File: src/hdl/cor_regs.svh
`ifndef COR_REGS_SVH
`define COR_REGS_SVH

// ---------------------------------------------------------------
// Register offsets
// ---------------------------------------------------------------
`define COR_OFS_INDIRECT    6'h00
`define COR_OFS_PC_LOW      6'h02
`define COR_OFS_STATUS      6'h03
`define COR_OFS_RAM_PTR     6'h04
`define COR_OFS_PORT5       6'h05
`define COR_OFS_PORT6       6'h06
`define COR_OFS_PORT7       6'h07
`define COR_OFS_PORT8       6'h08
`define COR_OFS_DISP_CTRL   6'h09
`define COR_OFS_DISP_PTR    6'h0a
`define COR_OFS_DISP_WIN    6'h0b
`define COR_OFS_CNT_RUN     6'h0c

// ---------------------------------------------------------------
// Field positions
// ---------------------------------------------------------------
`define COR_STAT_PAGE_LSB   5
`define COR_STAT_TIMEOUT    4
`define COR_STAT_PWRDN      3
`define COR_PTR_BANK_LSB    6
`define COR_P5_PAGE         0
`define COR_P5_DATA_LSB     4
`define COR_DC_BIAS         7
`define COR_DC_DUTY_LSB     5
`define COR_DC_ENABLE       4
`define COR_DC_TYPE         2
`define COR_DC_FRATE_LSB    0
`define COR_PC_PAGE_LSB     10

// ---------------------------------------------------------------
// Reset values and writable masks
// ---------------------------------------------------------------
`define COR_STATUS_RST      8'h18
`define COR_GEN_RST         8'h00
`define COR_STATUS_WMASK    8'h67
`define COR_P5_MASK         8'hf1
`define COR_DC_MASK         8'hf7
`define COR_DISP_PTR_MASK   8'h1f
`define COR_DISP_WIN_MASK   8'h0f
`define COR_CNT_RUN_MASK    8'h0f

// ---------------------------------------------------------------
// Frame divisors per common, in sub-oscillator ticks
// ---------------------------------------------------------------
`define COR_DIV_D2_0        9'd256
`define COR_DIV_D2_1        9'd280
`define COR_DIV_D2_2        9'd304
`define COR_DIV_D2_3        9'd232
`define COR_DIV_D3_0        9'd172
`define COR_DIV_D3_1        9'd188
`define COR_DIV_D3_2        9'd204
`define COR_DIV_D3_3        9'd156
`define COR_DIV_D4_0        9'd128
`define COR_DIV_D4_1        9'd140
`define COR_DIV_D4_2        9'd152
`define COR_DIV_D4_3        9'd116

`endif

File: src/hdl/cor_pkg.sv
`include "cor_regs.svh"

package cor_pkg;

    typedef enum logic [2:0] {
        COR_PC_HOLD = 3'h0,
        COR_PC_INC  = 3'h1,
        COR_PC_JUMP = 3'h2,
        COR_PC_CALL = 3'h3,
        COR_PC_RET  = 3'h4,
        COR_PC_ADD  = 3'h5
    } cor_pc_op_t;

    // Port read: input bits (direction 1) show the pin, output bits the latch.
    function automatic logic [7:0] cor_port_rd(input logic [7:0] latch,
                                               input logic [7:0] dir,
                                               input logic [7:0] pin);
        cor_port_rd = (latch & ~dir) | (pin & dir);
    endfunction

    // Page bits always land in the top two address bits.
    function automatic logic [11:0] cor_paged(input logic [1:0] page,
                                              input logic [9:0] low);
        cor_paged = {page, low};
    endfunction

    // Sub-oscillator ticks per common for a duty and frame rate setting.
    function automatic logic [8:0] cor_frame_div(input logic [1:0] duty,
                                                 input logic [1:0] rate);
        logic [8:0] d;
        d = `COR_DIV_D4_0;
        if (duty[1]) begin
            case (rate)
                2'h0:    d = `COR_DIV_D4_0;
                2'h1:    d = `COR_DIV_D4_1;
                2'h2:    d = `COR_DIV_D4_2;
                default: d = `COR_DIV_D4_3;
            endcase
        end else if (duty[0]) begin
            case (rate)
                2'h0:    d = `COR_DIV_D3_0;
                2'h1:    d = `COR_DIV_D3_1;
                2'h2:    d = `COR_DIV_D3_2;
                default: d = `COR_DIV_D3_3;
            endcase
        end else begin
            case (rate)
                2'h0:    d = `COR_DIV_D2_0;
                2'h1:    d = `COR_DIV_D2_1;
                2'h2:    d = `COR_DIV_D2_2;
                default: d = `COR_DIV_D2_3;
            endcase
        end
        cor_frame_div = d;
    endfunction

endpackage

File: src/hdl/cor_disp_if.sv
`timescale 1ns/1ps

interface cor_disp_if;
    logic       enable;
    logic [1:0] duty;
    logic [1:0] rate;
    logic [4:0] ptr;
    logic       wr;
    logic [3:0] wdata;
    logic [3:0] rdata;

    modport core (output enable, output duty, output rate, output ptr,
                  output wr, output wdata, input rdata);
    modport disp (input enable, input duty, input rate, input ptr,
                  input wr, input wdata, output rdata);
endinterface

File: src/hdl/cor_opregs.sv
`timescale 1ns/1ps
`include "cor_regs.svh"

// What this block does
// Twelve-bit counter addresses 4K program words
// Jump loads low ten counter bits
// Call pushes counter plus one, loads bits
// Return reloads counter from stack top; same-cycle counter write wins
// Returns leave page select bits alone
// Counter write loads byte, keeps bits eight, nine
// Accumulator add offsets current counter
// Counter writes copy page into top bits
// Timeout flag set by sleep, clear, power-up
// Power-down flag set power-on, clear; sleep clears
// Flag pairs follow wake and reset causes
// Pointer top bits pick data bank
// Pointer low bits give indirect address
// Port five bit zero picks control page
// Port data registers, direction from control
// Display bit seven selects bias
// Bits six, five select display duty
// Display disabled drives outputs to ground
// Bit two selects drive waveform type
// Frame rate divides sub-oscillator per common
// Display pointer five bits, top reads zero
// Counter run bits start and stop timers
// Address zero redirects through RAM pointer
// Display window moves nibble at pointer
// Unused bits read zero, ignore writes
module cor_opregs
    import cor_pkg::*;
(
    input  wire logic        sys_clk,
    input  wire logic        reset,
    input  wire logic        clk_en,
    input  wire logic [5:0]  reg_addr,
    input  wire logic        reg_wr,
    input  wire logic        reg_rd,
    input  wire logic [7:0]  reg_wdata,
    output logic [7:0]       reg_rdata,
    output logic [7:0]       ext_addr,
    output logic             ext_wr,
    output logic             ext_rd,
    output logic [7:0]       ext_wdata,
    input  wire logic [7:0]  ext_rdata,
    input  wire cor_pc_op_t  pc_op,
    input  wire logic [9:0]  pc_target,
    input  wire logic [7:0]  acc,
    input  wire logic [11:0] stack_top,
    output logic [11:0]      pc_addr,
    output logic             push_valid,
    output logic [11:0]      push_data,
    input  wire logic        alu_flags_we,
    input  wire logic [2:0]  alu_flags,
    input  wire logic        sleep_exec,
    input  wire logic        watchdog_clear_instruction_exec,
    input  wire logic        wdt_timeout,
    input  wire logic        reset_pin_event,
    output logic [1:0]       data_bank,
    output logic             control_page_select,
    input  wire logic [3:0]  p5_dir,
    input  wire logic [3:0]  p5_pin,
    output logic [3:0]       p5_out,
    input  wire logic [7:0]  p6_dir,
    input  wire logic [7:0]  p6_pin,
    output logic [7:0]       p6_out,
    input  wire logic [7:0]  p7_dir,
    input  wire logic [7:0]  p7_pin,
    output logic [7:0]       p7_out,
    input  wire logic [7:0]  p8_dir,
    input  wire logic [7:0]  p8_pin,
    output logic [7:0]       p8_out,
    output logic [3:0]       counter_run,
    input  wire logic        sub_osc_tick,
    output logic             bias_select,
    output logic             waveform_type_select,
    output logic             disp_com_tick,
    output logic [1:0]       disp_com_idx,
    output logic [31:0]      disp_seg
);

    logic [11:0] pc_r;
    logic [7:0]  status_r;
    logic [7:0]  ram_ptr_r;
    logic [7:0]  port5_r;
    logic [7:0]  port6_r;
    logic [7:0]  port7_r;
    logic [7:0]  port8_r;
    logic [7:0]  disp_ctrl_r;
    logic [7:0]  disp_ptr_r;
    logic [7:0]  cnt_run_r;
    logic        asleep_r;
    logic [5:0]  eff_addr;
    logic        own_reg;
    logic        wr_hit;
    logic [7:0]  rd_nxt;
    logic [1:0]  page;
    logic [11:0] pc_sum;

    cor_disp_if dif ();

    // ---------------------------------------------------------------
    // Address redirection and decode
    // ---------------------------------------------------------------
    assign eff_addr = (reg_addr == `COR_OFS_INDIRECT) ? ram_ptr_r[5:0] : reg_addr;
    assign own_reg  = (eff_addr >= `COR_OFS_PC_LOW) && (eff_addr <= `COR_OFS_CNT_RUN);
    assign wr_hit   = clk_en && reg_wr;
    assign ext_addr = {ram_ptr_r[7:`COR_PTR_BANK_LSB], eff_addr};
    assign ext_wr   = wr_hit && !own_reg && (eff_addr != `COR_OFS_INDIRECT);
    assign ext_rd   = clk_en && reg_rd && !own_reg && (eff_addr != `COR_OFS_INDIRECT);
    assign ext_wdata = reg_wdata;
    assign page     = status_r[`COR_STAT_PAGE_LSB +: 2];
    assign pc_sum   = pc_r + {4'h0, acc};

    assign pc_addr             = pc_r;
    assign data_bank           = ram_ptr_r[7:`COR_PTR_BANK_LSB];
    assign control_page_select = port5_r[`COR_P5_PAGE];
    assign p5_out              = port5_r[7:`COR_P5_DATA_LSB];
    assign p6_out              = port6_r;
    assign p7_out              = port7_r;
    assign p8_out              = port8_r;
    assign counter_run         = cnt_run_r[3:0];
    assign bias_select          = disp_ctrl_r[`COR_DC_BIAS];
    assign waveform_type_select = disp_ctrl_r[`COR_DC_TYPE];

    assign dif.enable = disp_ctrl_r[`COR_DC_ENABLE];
    assign dif.duty   = disp_ctrl_r[`COR_DC_DUTY_LSB +: 2];
    assign dif.rate   = disp_ctrl_r[`COR_DC_FRATE_LSB +: 2];
    assign dif.ptr    = disp_ptr_r[4:0];
    assign dif.wr     = wr_hit && (eff_addr == `COR_OFS_DISP_WIN);
    assign dif.wdata  = reg_wdata[3:0];

    cor_disp u_disp (
        .sys_clk      (sys_clk),
        .reset        (reset),
        .clk_en       (clk_en),
        .sub_osc_tick (sub_osc_tick),
        .dif          (dif.disp),
        .com_tick     (disp_com_tick),
        .com_idx      (disp_com_idx),
        .seg_bits     (disp_seg)
    );

    // ---------------------------------------------------------------
    // Program counter
    // ---------------------------------------------------------------
    always_ff @(posedge sys_clk or posedge reset) begin
        if (reset) begin
            pc_r <= 12'h000;
        end else if (clk_en) begin
            if (reg_wr && eff_addr == `COR_OFS_PC_LOW) begin
                pc_r <= cor_paged(page, {pc_r[9:8], reg_wdata});
            end else begin
                case (pc_op)
                    COR_PC_INC:  pc_r <= pc_r + 12'h001;
                    COR_PC_JUMP: pc_r <= cor_paged(page, pc_target);
                    COR_PC_CALL: pc_r <= cor_paged(page, pc_target);
                    COR_PC_RET:  pc_r <= stack_top;
                    COR_PC_ADD:  pc_r <= cor_paged(page, pc_sum[9:0]);
                    default:     pc_r <= pc_r;
                endcase
            end
        end
    end

    always_ff @(posedge sys_clk or posedge reset) begin
        if (reset) begin
            push_valid <= 1'b0;
            push_data  <= 12'h000;
        end else if (clk_en) begin
            push_valid <= (pc_op == COR_PC_CALL) && !(reg_wr && eff_addr == `COR_OFS_PC_LOW);
            if (pc_op == COR_PC_CALL) begin
                push_data <= pc_r + 12'h001;
            end
        end
    end

    // ---------------------------------------------------------------
    // Status register and wake cause flags
    // ---------------------------------------------------------------
    always_ff @(posedge sys_clk or posedge reset) begin
        if (reset) begin
            asleep_r <= 1'b0;
        end else if (clk_en) begin
            if (wdt_timeout || reset_pin_event) begin
                asleep_r <= 1'b0;
            end else if (sleep_exec) begin
                asleep_r <= 1'b1;
            end
        end
    end

    always_ff @(posedge sys_clk or posedge reset) begin
        if (reset) begin
            status_r <= `COR_STATUS_RST;
        end else if (clk_en) begin
            if (reg_wr && eff_addr == `COR_OFS_STATUS) begin
                status_r[7]   <= 1'b0;
                status_r[6:5] <= reg_wdata[6:5];
                status_r[2:0] <= reg_wdata[2:0];
            end else if (alu_flags_we) begin
                status_r[2:0] <= alu_flags;
            end
            if (reset_pin_event) begin
                status_r[`COR_STAT_TIMEOUT] <= 1'b1;
                status_r[`COR_STAT_PWRDN]   <= !asleep_r;
            end else begin
                if (sleep_exec || watchdog_clear_instruction_exec) begin
                    status_r[`COR_STAT_TIMEOUT] <= 1'b1;
                end else if (wdt_timeout) begin
                    status_r[`COR_STAT_TIMEOUT] <= 1'b0;
                end
                if (sleep_exec) begin
                    status_r[`COR_STAT_PWRDN] <= 1'b0;
                end else if (watchdog_clear_instruction_exec) begin
                    status_r[`COR_STAT_PWRDN] <= 1'b1;
                end
            end
        end
    end

    // ---------------------------------------------------------------
    // Pointer, port and control registers
    // ---------------------------------------------------------------
    always_ff @(posedge sys_clk or posedge reset) begin
        if (reset) begin
            ram_ptr_r   <= `COR_GEN_RST;
            port5_r     <= `COR_GEN_RST;
            port6_r     <= `COR_GEN_RST;
            port7_r     <= `COR_GEN_RST;
            port8_r     <= `COR_GEN_RST;
            disp_ctrl_r <= `COR_GEN_RST;
            disp_ptr_r  <= `COR_GEN_RST;
            cnt_run_r   <= `COR_GEN_RST;
        end else if (wr_hit) begin
            case (eff_addr)
                `COR_OFS_RAM_PTR:   ram_ptr_r   <= reg_wdata;
                `COR_OFS_PORT5:     port5_r     <= reg_wdata & `COR_P5_MASK;
                `COR_OFS_PORT6:     port6_r     <= reg_wdata;
                `COR_OFS_PORT7:     port7_r     <= reg_wdata;
                `COR_OFS_PORT8:     port8_r     <= reg_wdata;
                `COR_OFS_DISP_CTRL: disp_ctrl_r <= reg_wdata & `COR_DC_MASK;
                `COR_OFS_DISP_PTR:  disp_ptr_r  <= reg_wdata & `COR_DISP_PTR_MASK;
                `COR_OFS_CNT_RUN:   cnt_run_r   <= reg_wdata & `COR_CNT_RUN_MASK;
                default:            cnt_run_r   <= cnt_run_r;
            endcase
        end
    end

    // ---------------------------------------------------------------
    // Read data, one cycle after the read strobe
    // ---------------------------------------------------------------
    always_comb begin
        rd_nxt = 8'h00;
        case (eff_addr)
            `COR_OFS_PC_LOW:    rd_nxt = pc_r[7:0];
            `COR_OFS_STATUS:    rd_nxt = status_r & 8'h7f;
            `COR_OFS_RAM_PTR:   rd_nxt = ram_ptr_r;
            `COR_OFS_PORT5:     rd_nxt = cor_port_rd(port5_r, {p5_dir, 4'h0}, {p5_pin, 4'h0})
                                         | {7'h00, port5_r[`COR_P5_PAGE]};
            `COR_OFS_PORT6:     rd_nxt = cor_port_rd(port6_r, p6_dir, p6_pin);
            `COR_OFS_PORT7:     rd_nxt = cor_port_rd(port7_r, p7_dir, p7_pin);
            `COR_OFS_PORT8:     rd_nxt = cor_port_rd(port8_r, p8_dir, p8_pin);
            `COR_OFS_DISP_CTRL: rd_nxt = disp_ctrl_r;
            `COR_OFS_DISP_PTR:  rd_nxt = disp_ptr_r;
            `COR_OFS_DISP_WIN:  rd_nxt = {4'h0, dif.rdata};
            `COR_OFS_CNT_RUN:   rd_nxt = cnt_run_r;
            `COR_OFS_INDIRECT:  rd_nxt = 8'h00;
            default:            rd_nxt = ext_rdata;
        endcase
    end

    always_ff @(posedge sys_clk or posedge reset) begin
        if (reset) begin
            reg_rdata <= 8'h00;
        end else if (clk_en && reg_rd) begin
            reg_rdata <= rd_nxt;
        end
    end
endmodule

File: src/hdl/cor_disp.sv
`timescale 1ns/1ps

module cor_disp
    import cor_pkg::*;
(
    input  wire logic   sys_clk,
    input  wire logic   reset,
    input  wire logic   clk_en,
    input  wire logic   sub_osc_tick,
    cor_disp_if.disp    dif,
    output logic        com_tick,
    output logic [1:0]  com_idx,
    output logic [31:0] seg_bits
);

    logic [3:0] ram_r [32];
    logic [8:0] div_cnt_r;
    logic [8:0] div_nxt;
    logic [1:0] last_com;

    assign dif.rdata = ram_r[dif.ptr];
    assign div_nxt   = cor_frame_div(dif.duty, dif.rate);
    assign last_com  = dif.duty[1] ? 2'h3 : (dif.duty[0] ? 2'h2 : 2'h1);

    // ---------------------------------------------------------------
    // Display memory, one nibble of commons per segment
    // ---------------------------------------------------------------
    always_ff @(posedge sys_clk or posedge reset) begin
        if (reset) begin
            for (int i = 0; i < 32; i++) begin
                ram_r[i] <= 4'h0;
            end
        end else if (clk_en && dif.wr) begin
            ram_r[dif.ptr] <= dif.wdata;
        end
    end

    // ---------------------------------------------------------------
    // Frame divider and common scan
    // ---------------------------------------------------------------
    always_ff @(posedge sys_clk or posedge reset) begin
        if (reset) begin
            div_cnt_r <= 9'h000;
            com_idx   <= 2'h0;
            com_tick  <= 1'b0;
        end else if (clk_en) begin
            com_tick <= 1'b0;
            if (!dif.enable) begin
                div_cnt_r <= 9'h000;
                com_idx   <= 2'h0;
            end else if (sub_osc_tick) begin
                if (div_cnt_r >= div_nxt - 9'h001) begin
                    div_cnt_r <= 9'h000;
                    com_tick  <= 1'b1;
                    com_idx   <= (com_idx >= last_com) ? 2'h0 : com_idx + 2'h1;
                end else begin
                    div_cnt_r <= div_cnt_r + 9'h001;
                end
            end
        end
    end

    // Disabled display holds every segment at ground level.
    always_ff @(posedge sys_clk or posedge reset) begin
        if (reset) begin
            seg_bits <= 32'h0000_0000;
        end else if (clk_en) begin
            for (int i = 0; i < 32; i++) begin
                seg_bits[i] <= dif.enable & ram_r[i][com_idx];
            end
        end
    end

endmodule

File: config.mk
export PLATFORM = sky130hd
export DESIGN_NAME = cor_opregs
export DESIGN_NICKNAME = d
export VERILOG_FILES = /design/src/hdl/cor_pkg.sv /design/src/hdl/cor_disp_if.sv /design/src/hdl/cor_opregs.sv /design/src/hdl/cor_disp.sv
export VERILOG_INCLUDE_DIRS = /design/src /design/src/hdl
export SDC_FILE = /design/constraint.sdc
export NUM_CORES = 1
export LEC_CHECK = 0
export CORE_ASPECT_RATIO = 0.8
export CORE_MARGIN = 2
export CORE_UTILIZATION = 51
export CTS_CLUSTER_DIAMETER = 100
export DETAILED_ROUTE_END_ITERATION = 7
export DONT_BUFFER_PORTS = 1
export HOLD_SLACK_MARGIN = 0.08
export PLACE_DENSITY_LB_ADDON = 0.05
export SYNTH_ARGS = -nofsm -noshare
export SYNTH_HDL_FRONTEND = slang
export SYNTH_HIERARCHICAL = 1
export SYNTH_SLANG_ARGS = --single-unit
File: constraint.sdc
create_clock -name sys_clk -period 15.8 [get_ports sys_clk]
set_input_delay 3.95 -clock sys_clk [delete_from_list [all_inputs] [get_ports sys_clk]]
set_output_delay 3.95 -clock sys_clk [all_outputs]
set_load 0.005 [all_outputs]
# After elaboration in Yosys (flattened, before gate mapping)
# Index checks and enable logic that the tools add are counted.
[op_classes]
n_addsub = 5
n_lt_le_gt_ge = 7
eq_ne = 20
mux = 100
n_bitwise = 51
n_reduce_logical = 47
[ops]
columns = ["cell", "count"]
rows = [
  ["$bwmux 128", 1],
  ["$pmux 8 s12", 1],
  ["$and 8x8->8", 8],
  ["$bmux 1 s2", 32],
  ["$pmux 12 s4", 1],
  ["$mux 9", 5],
  ["$mux 1", 41],
  ["$and 1x1->1", 32],
  ["$not 8->8", 4],
  ["$or 8x8->8", 4],
  ["$reduce_and 2->1", 16],
  ["$eq 6x4->1 const B", 5],
  ["$pmux 9 s3", 1],
  ["$eq 6x3->1 const B", 4],
  ["$pmux 8 s3", 1],
  ["$pmux 7 s3", 1],
  ["$bmux 4 s5", 1],
  ["$demux 4 s5", 1],
  ["$mux 2", 7],
  ["$logic_and 1x1->1", 13],
  ["$add 12x1->12 const B", 1],
  ["$eq 6x2->1 const B", 2],
  ["$logic_not 6->1", 2],
  ["$mux 12", 1],
  ["other kinds (34)", 45],
]
[word_totals]
register_bits = 266
in_bits = 125
out_inout_bits = 123
word_cells = 284

# Depth between registers and ports, before layout
# Gate-level depths: netlist (run 1).
[logic_depth]
word_depth = 9
ltp_mapped = 13
mapped_depth_nobuf = 13

# By module
# The synthesis (run 1) kept the hierarchy.
[by_module_without_submodules]
columns = ["module", "instances", "cells_per_inst", "area_per_inst_um2", "seq_area_each_um2"]
rows = [
  ["cor_disp", 1, 707, 9156.3, 4304.1],
  ["cor_opregs", 1, 632, 6003.3, 2354.8],
]

# Worst setup path after synthesis (run 1)
# No wires, ideal clock.
[synth_timing]
path_kind = "input-to-output"
startpoint = "input port reg_addr[0]"
endpoint = "output port ext_rd"
t_arrival_ns = 5.438
required_time_ns = 11.850
slack_ns = 6.412
stages = 6
n_path_buf = 1
path_cell_list = "or4_1 buf_2 o21bai_1 a222oi_1 o21ai_2 and2_1"
[synth_between]
elab_chain_len = 7
word_cells_on_any_way = 9
classes_between = "2 x order compare; 1 x mux; 6 x reduce/logical"
[synth_rtl]
columns = ["element", "line_no", "text"]
rows = [
  ["from (decl)", "cor_opregs.sv:36", "input wire logic [5:0] reg_addr,"],
  ["$logic_not 6->1 (no line)", "--", ""],
  ["$mux 6 *", "cor_opregs.sv:105", "assign eff_addr = (reg_addr == `COR_OFS_INDIRECT) ? ram_ptr_r[5:0] : reg_addr;"],
  ["$ge 6x2->1 (no line) or $le 6x4->1 (tied branches)", "--", ""],
  ["$logic_and 1x1->1", "cor_opregs.sv:106", "assign own_reg = (eff_addr >= `COR_OFS_PC_LOW) && (eff_addr <= `COR_OFS_CNT_RUN);"],
  ["$logic_not 1->1", "cor_opregs.sv:110", "assign ext_rd = clk_en && reg_rd && !own_reg && (eff_addr != `COR_OFS_INDIRECT);"],
  ["$logic_and 1x1->1", "cor_opregs.sv:110", ""],
  ["$logic_and 1x1->1 *", "cor_opregs.sv:110", ""],
  ["to (decl)", "cor_opregs.sv:43", "output logic ext_rd,"],
]
# Every way passes the cells marked *; elsewhere a longest branch is shown, timed or not.

# Worst setup path in the final report (run 1)
# Same ends and word-level chain as after synthesis.

==> results of run 1 <==
-- cells by family (layout without fill, tap and decap cells) --
group / Yosys count / in the layout / share of synthesized area, %
buffers and inverters: 145 / 120 / 4.34
XOR/XNOR: 16 / 16 / 0.924
flip-flops: 266 / 266 / 43.9
adder cells (fa/ha/maj): 27 / 27 / 2.28
multiplexers: 280 / 280 / 25.3
AND/OR/NAND/NOR: 341 / 341 / 11.7
AO/OA/AOI/OAI: 264 / 264 / 11.6
-- final timing paths --
check,from,endpoint,cells past startpoint
max in group asynchronous,reset,u_disp/com_idx[0],2
min in group asynchronous,reset,p6_out[3],1
worst max register to register,ram_ptr_r[2],u_disp/ram_r[10],10
worst min register to register,status_r[4],status_r[4],2
worst max-delay path,reg_addr[0],ext_rd,5
worst min-delay path,status_r[4],status_r[4],2
-- power breakdown --
group	internal, µW	switching [µW]	total (µW)
clock network	403	286	690
logic	87.2	129	216
registers	716	66.3	782
-- registers in the layout, summed over array words and instances, names as in the netlist --
register,count
u_disp/seg_bits,32
disp_ctrl_r,7
p7_out,8
u_disp/ram_r,128
push_valid,1
reg_rdata,8
u_disp/div_cnt_r,9
pc_addr,12
asleep_r,1
disp_ptr_r,5
p6_out,8
cnt_run_r,4
port5_r,5
push_data,12
p8_out,8
u_disp/com_tick,1
status_r,7
ram_ptr_r,8
u_disp/com_idx,2
-- area by class of cell --
cell class	count	area share [%]
clock buffers	43	5.23
clock inverters	11	0.709
inverters	58	1.39
multi-input cells	928	48.3
flip-flops and latches	266	41.1
well taps	377	2.91
repair buffers	8	0.370
-- through the flow --
step           total power, µW  worst slack (ns)
5_1_grt                   1760              6.02
3_3_place_gp              1000              6.17
3_5_place_dp              1010              6.11
6_report                  1690              6.13
4_1_cts                   1700              6.11
2_1_floorplan              943              6.41
-- critical path, stage by stage --
cell and delay (ns):
or4_1 0.66, o21bai_1 0.22, a222oi_1 0.37, o21ai_2 0.26
and2_1 0.25
-- cell usage in the layout, fill, tap and decap left out, types with 26 or more instances in the layout --
cell type  instances
clkbuf_16         29
ha_1              26
inv_1             56
mux2_2           183
dfrtp_1          262
mux4_2            64
nor2_1            78
a21oi_1           39
nand2_1          119
o21ai_0           78
mux2i_1           32
nor3_1            28
-- layer usage --
layer	up-vias	wire (µm)
li1	4878	-
met1	5587	21800
met2	538	18700
met3	68	4860
met4	0	1150
met5	-	0
==> impl_metrics.tcl, run 1 <==
set metrics [dict create \
    io_buffer_count 0 \
    die_w_um 197 \
    grt-busiest-layer "met1" \
    cts_tree "yes" \
    die_y_um 158 \
    min_period_ns 9.67 \
    cts_resized 0 \
    syn_to_final_growth_pct 7.02 \
    yosys-top-cells-area "dfrtp_1 44%, mux2_2 14%, mux4_2 9.5%, nand2_1 2.9%, o21ai_0 2.6%" \
    fin_area_um2 16200 \
    hpwl_mm 33.1 \
    coreArea_um2 29300 \
    synth-seq-area-share_pct 43.9 \
    die_area_um2 31100 \
    track_usage_pct 29.8 \
    ys_ff_latch 266 \
    wl_per_cell_um 27.5 \
    h-tree-depth 1 \
    yosysWarnings 6 \
    cp.required_ns 11.85 \
    end_kind "output port" \
    cts_hold_buf 0 \
    ys.flop_type "dfrtp_1" \
    antenna_left 0 \
    crit_arrival_ns 5.72 \
    rows 56 \
    seqCellArea_um2 6660 \
    grt_max_degree 105 \
    fin_crit_sh_pct 61.2 \
    cts.clk_slew.worst_paths_ns 0.06 \
    placed_area_um2 15300 \
    hp-class "flip-flop to flip-flop" \
    finalSetupViolations 0 \
    cts_buffer_depth 3 \
    p_per_area_nw_per_um2 104 \
    synth_area_per_cell_um2 11.3 \
    yosys-top-cells-count "264 x dfrtp_1, 183 x mux2_2, 119 x nand2_1, 78 x nor2_1, 78 x o21ai_0" \
    first_global_vias 10500 \
    cts_num_sinks 266 \
    drtIter0Drc 966 \
    worstSkewPairLatency_ns 0.57 \
    nets 1443 \
    rrSetupSlack_ns 12.28 \
    slew-limit-headroom_pct 34.1 \
    clock.fmax_mhz 103 \
    synth-edff-count 0 \
    final_hold_viol_count 0 \
    gp_congestion 0.915 \
    p_leak_uw 0.00717 \
    tightest_slew_ns 0.986 \
    cts_setup_buffers 0 \
    numCtsBuffers 29 \
    use_met3_pct 9.54 \
    dpl.cell_count 1637 \
    maxCapViolations 0 \
    multi_input_area_um2 7840 \
    yosysUniqueCellTypes 82 \
    rsz0062_at_grt "no" \
    num-fill-cells 2539 \
    status "finished clean" \
    drc 0 \
    vias 11100 \
    vias_per_cell 6.55 \
    tns_ns 0 \
    critical_path_class "input pin to output port" \
    start_kind "input pin" \
    grt_pass1_wl_mm 68.5 \
    use_met2_pct 39.5 \
    postLayoutCoreUtil_pct 55.4 \
    slew_violations 0 \
    grt_remaining_overflow 0 \
    worst-path-max-fanout 14 \
    whs_ns 0.462 \
    ir_drop_uv 85.7 \
    drive_above_1_share_pct 26.4 \
    yosys.area.top_type "dfrtp_1" \
    finalNonFillerCells 1691 \
    use_met1_pct 46.4 \
    wl_mm 46.5 \
    syn_inst 1339 \
    drt_pre_antenna_iters 5 \
    io_pins 248 \
    syn_nets 1491 \
    antenna_found_initial 0 \
    num_antenna_cells 0 \
    synth_area_um2 15200 \
    netlist.area_leader.share_pct 43.6 \
    post-synth-top-count-cell "dfrtp_1" \
    root_buffer "clkbuf_16" \
    clock-skew-final_ns 0.0208 \
    ys_async_sr_fraction_pct 100 \
    start_util_pct 51.8 \
]
(Power assumes the default switching activity.)
==> inputs of run 2 (changes only) <==
==> constraint.sdc (replaced) <==
create_clock -name sys_clk -period 8.29 [get_ports sys_clk]
set_input_delay 2.0725 -clock sys_clk [delete_from_list [all_inputs] [get_ports sys_clk]]
set_output_delay 2.0725 -clock sys_clk [all_outputs]
set_load 0.005 [all_outputs]
==> impl_metrics.tcl, run 2 (synthesis gave the netlist of run 1 again) <==
set metrics [dict create \
    status "finished clean" \
    drt_pre_antenna_iters 5 \
    slew-limit-headroom_pct 31.4 \
    finalSetupViolations 0 \
    die_y_um 158 \
    wl_per_cell_um 27.5 \
    layout_commonest_cell "dfrtp_1" \
    cpMaxStageDelayCell "or4_1" \
    path_cells "or4_1, o21bai_1, a222oi_1, o21ai_2, and2_1" \
    ir_drop_uv 110 \
    syn_to_final_growth_pct 6.65 \
    cp.required_ns 6.22 \
    io_pins 248 \
    final_hold_viol_count 0 \
    gp_congestion 0.956 \
    root_buffer "clkbuf_16" \
    fin_ws_ns 2.40 \
    cts_setup_buffers 0 \
    h-tree-depth 1 \
    maxCapViolations 0 \
    fin_crit_sh_pct 71.0 \
    track_usage_pct 30.0 \
    end_kind "output port" \
    cpLargestDelayFamily "simple AND/OR/NAND/NOR gates" \
    die_area_um2 31100 \
    slew_violations 0 \
    crit_arrival_ns 3.81 \
    min_period_ns 5.89 \
    tns_ns 0 \
    p_leak_uw 0.00714 \
    cts_hold_buf 0 \
    hp-class "flip-flop to flip-flop" \
    numCtsBuffers 28 \
    final_cell_mix "262 x dfrtp_1, 183 x mux2_2, 119 x nand2_1, 78 x nor2_1, 78 x o21ai_0" \
    grt_remaining_overflow 0 \
    first_global_vias 10700 \
    cts_num_sinks 266 \
    grt_pass1_wl_mm 69.8 \
    num_antenna_cells 0 \
    clock-skew-final_ns 0.0307 \
    cts.clk_slew.worst_paths_ns 0.06 \
    start_kind "input pin" \
    hpwl_mm 33.1 \
    start_util_pct 51.8 \
    rows 56 \
    whs_ns 0.463 \
    p_per_area_nw_per_um2 195 \
    top_register "u_disp/ram_r" \
    largest_reg_flops 128 \
    rsz0062_at_grt "no" \
    crit_buf_inv 0 \
    cts_resized 0 \
    worstSkewPairLatency_ns 0.58 \
    drtIter0Drc 1012 \
    nets 1442 \
    crit_path_max_incr_delay_ns 0.65 \
    drive_above_1_share_pct 26.4 \
    vias_per_cell 6.57 \
    cts_tree "yes" \
    drc 0 \
    vias 11100 \
    worst-path-max-fanout 14 \
    antenna_found_initial 0 \
    wl_mm 46.5 \
    io_buffer_count 0 \
    critical_path_class "input pin to output port" \
    pre_cts_slack_ns 2.41 \
    tightest_slew_ns 1.03 \
    die_w_um 197 \
    antenna_left 0 \
    coreArea_um2 29300 \
    reg.largest.list "u_disp/ram_r: 128 flops, u_disp/seg_bits: 32 flops" \
    cts_buffer_depth 3 \
    clock.fmax_mhz 170 \
    grt_max_degree 100 \
]
-- run 2: cell types whose count changed in the layout (fill, tap and decap cells not counted), sizes merged --
cell,delta
bufinv,-1
clkbuf,-4
clkinv,+2
-- run 2: routing by layer --
layer	track usage (%)	share of wire (%)	vias up
met1	45.6	45	5653
met4	5.87	2.1	0
met5	0	0	-
met3	9.22	11	66
li1	-	-	4851
met2	42.2	42	519
-- run 2: layout make-up --
type | count | area [µm²]
clock inverter | 12 | 105
fill | 2544 | 13100
inverter | 58 | 225
tap | 377 | 472
timing repair buffer | 8 | 60.1
clock buffer | 39 | 802
multi-input combinational | 928 | 7840
sequential | 266 | 6660
-- run 2: worst register-to-register path: cells and delay by family, from the launching register on --
family,cells,cell delay [ns]
simple gates,8,2.18
flops,1,0.54
mux,1,0.38
compound gates,1,0.21
-- run 2: where the power goes --
group          total [µW]  switching [µW]  internal (µW)
clock                1250             541            708
combinational         412             245            166
sequential           1490             125           1360
total                3150             911           2240
-- run 2: final timing paths --
check	startpoint	to	slack, ns	depth (start not counted)
hold reg to reg	status_r[4]	status_r[4]	0.46	2
hold / removal	status_r[4]	status_r[4]	0.46	2
setup reg to reg	ram_ptr_r[2]	u_disp/ram_r[8]	4.85	10
max in group asynchronous	reset	u_disp/seg_bits[29]	5.26	2
setup / recovery	reg_addr[0]	ext_rd	2.40	5
min in group asynchronous	reset	p6_out[3]	1.29	1
-- run 2: metrics by stage --
stage,std cells,total power [µW],util [%],cell area (µm²)
after floorplan,1339,1800,-,15200
after global routing,1688,3280,55.2,16200
final,1688,3150,55.2,16200
after CTS,1688,3170,55.2,16200
after detailed placement,1637,1920,52.1,15300
after global placement,1637,1910,52.1,15300
==> inputs of run 3 (changes only) <==
==> constraint.sdc (replaced) <==
create_clock -name sys_clk -period 4.9 [get_ports sys_clk]
set_input_delay 1.225 -clock sys_clk [delete_from_list [all_inputs] [get_ports sys_clk]]
set_output_delay 1.225 -clock sys_clk [all_outputs]
set_load 0.005 [all_outputs]
==> impl_metrics.tcl, run 3 (synthesis gave the netlist of run 1 again) <==
set metrics [dict create \
    antenna_left 0 \
    start_util_pct 51.8 \
    route.met3.wl_mm 4.17 \
    crit_buf_inv 0 \
    p_leak_uw 0.00717 \
    rows 56 \
    end_kind "output port" \
    status "finished clean" \
    fin_ws_ns 0.686 \
    pre_cts_slack_ns 0.699 \
    fin_crit_sh_pct 86.0 \
    antenna_found_initial 2 \
    worstSkewPairLatency_ns 0.56 \
    min_period_ns 4.21 \
    drive_above_1_share_pct 26.5 \
    cts_tree "yes" \
    largest_reg_flops 128 \
    clock-skew-final_ns 0.0215 \
    tightest_slew_ns 1.09 \
    grt_remaining_overflow 0 \
    drc 0 \
    clock.fmax_mhz 237 \
    slew_violations 0 \
    path_cells "or4_1, o21bai_1, a222oi_1, o21ai_2, and2_1" \
    nets 1445 \
    layout_commonest_cell "dfrtp_1" \
    tns_ns 0 \
    cts.clk_slew.worst_paths_ns 0.07 \
    start_kind "input pin" \
    cp.required_ns 3.67 \
    num-fill-cells 2516 \
    finalSetupViolations 0 \
    wl_per_cell_um 27.7 \
    cts_resized 0 \
    h-tree-depth 1 \
    top_register "u_disp/ram_r" \
    seqCellArea_um2 6660 \
    die_w_um 197 \
    vias 11000 \
    vias_per_cell 6.51 \
    crit_arrival_ns 2.99 \
    met2_wirelength_mm 19.9 \
    hpwl_mm 32.9 \
    ir_drop_uv 327 \
    rsz0062_at_grt "no" \
    root_buffer "clkbuf_16" \
    reg.largest.list "u_disp/ram_r: 128 flops, u_disp/seg_bits: 32 flops" \
    met1Wirelength_mm 21.7 \
    cpMaxStageDelayCell "or4_1" \
    maxCapViolations 0 \
    grt_pass1_wl_mm 70.2 \
    cts_num_sinks 266 \
    drtIter0Drc 906 \
    die_area_um2 31100 \
    io_buffer_count 0 \
    cts_hold_buf 0 \
    hp-class "flip-flop to flip-flop" \
    wl_mm 46.7 \
    cpLargestDelayFamily "simple AND/OR/NAND/NOR gates" \
    track_usage_pct 30.2 \
    slew-limit-headroom_pct 27.5 \
    cts_buffer_depth 3 \
    critical_path_class "input pin to output port" \
    final_cell_mix "262 x dfrtp_1, 183 x mux2_2, 119 x nand2_1, 78 x nor2_1, 78 x o21ai_0" \
    worst-path-max-fanout 14 \
    die_y_um 158 \
    io_pins 248 \
    top_layer_used "met5" \
    gp_congestion 0.920 \
    coreArea_um2 29300 \
    crit_path_max_incr_delay_ns 0.66 \
    cts_setup_buffers 0 \
    final_hold_viol_count 0 \
    grt_max_degree 173 \
    first_global_vias 10700 \
    syn_to_final_growth_pct 7.16 \
    multi_input_area_um2 7840 \
    p_per_area_nw_per_um2 334 \
    drt_pre_antenna_iters 5 \
    numCtsBuffers 28 \
]
-- run 3: worst paths after layout --
check	from	slack (ns)	to	cells past startpoint
setup / recovery	reg_addr[0]	0.69	ext_rd	5
hold / removal	status_r[4]	0.47	status_r[4]	2
setup reg to reg	disp_ctrl_r[0]	1.54	u_disp/div_cnt_r[7]	13
hold reg to reg	status_r[4]	0.47	status_r[4]	2
max in group asynchronous	reset	3.25	disp_ptr_r[0]	2
min in group asynchronous	reset	0.70	push_data[2]	1
-- run 3: final cells by class --
| cell class | instances | area share [%] |
|---|---|---|
| Timing Repair Buffer | 11 | 0.585 |
| Antenna cell | 1 | 0.0154 |
| Tap cell | 377 | 2.90 |
| Clock buffer | 36 | 4.81 |
| Clock inverter | 13 | 1.02 |
| Sequential cell | 266 | 41.0 |
| Inverter | 58 | 1.38 |
| Multi-Input combinational cell | 928 | 48.3 |
-- run 3: metal layers --
layer,vias up,global-route usage (%)
li1,4866,-
met4,2,5.98
met2,471,43.2
met3,63,8.69
met5,-,0
met1,5604,45.6
-- run 3: report_power, final --
group | internal, µW | leakage [µW] | switching (µW)
Clock | 1290 | 0.000463 | 915
Sequential | 2310 | 0.00360 | 234
Combinational | 283 | 0.00310 | 394
-- run 3: through the flow --
stage               hold WS [ns]  std cells  util [%]  instance area (µm²)  power, µW
floorplan                  0.439       1339         -                15200       3040
finish                     0.468       1690      55.5                16200       5420
detailed placement         0.455       1640      52.2                15300       3240
global placement           0.453       1640      52.2                15300       3230
CTS                        0.465       1689      55.5                16200       5450
global route               0.498       1689      55.5                16200       5640
-- run 3: worst min-delay path: cells and delay by family, from the launching register on --
| kind | cells | cell delay [ns] |
|---|---|---|
| flip-flops | 1 | 0.38 |
| AND/OR/NAND/NOR | 2 | 0.09 |
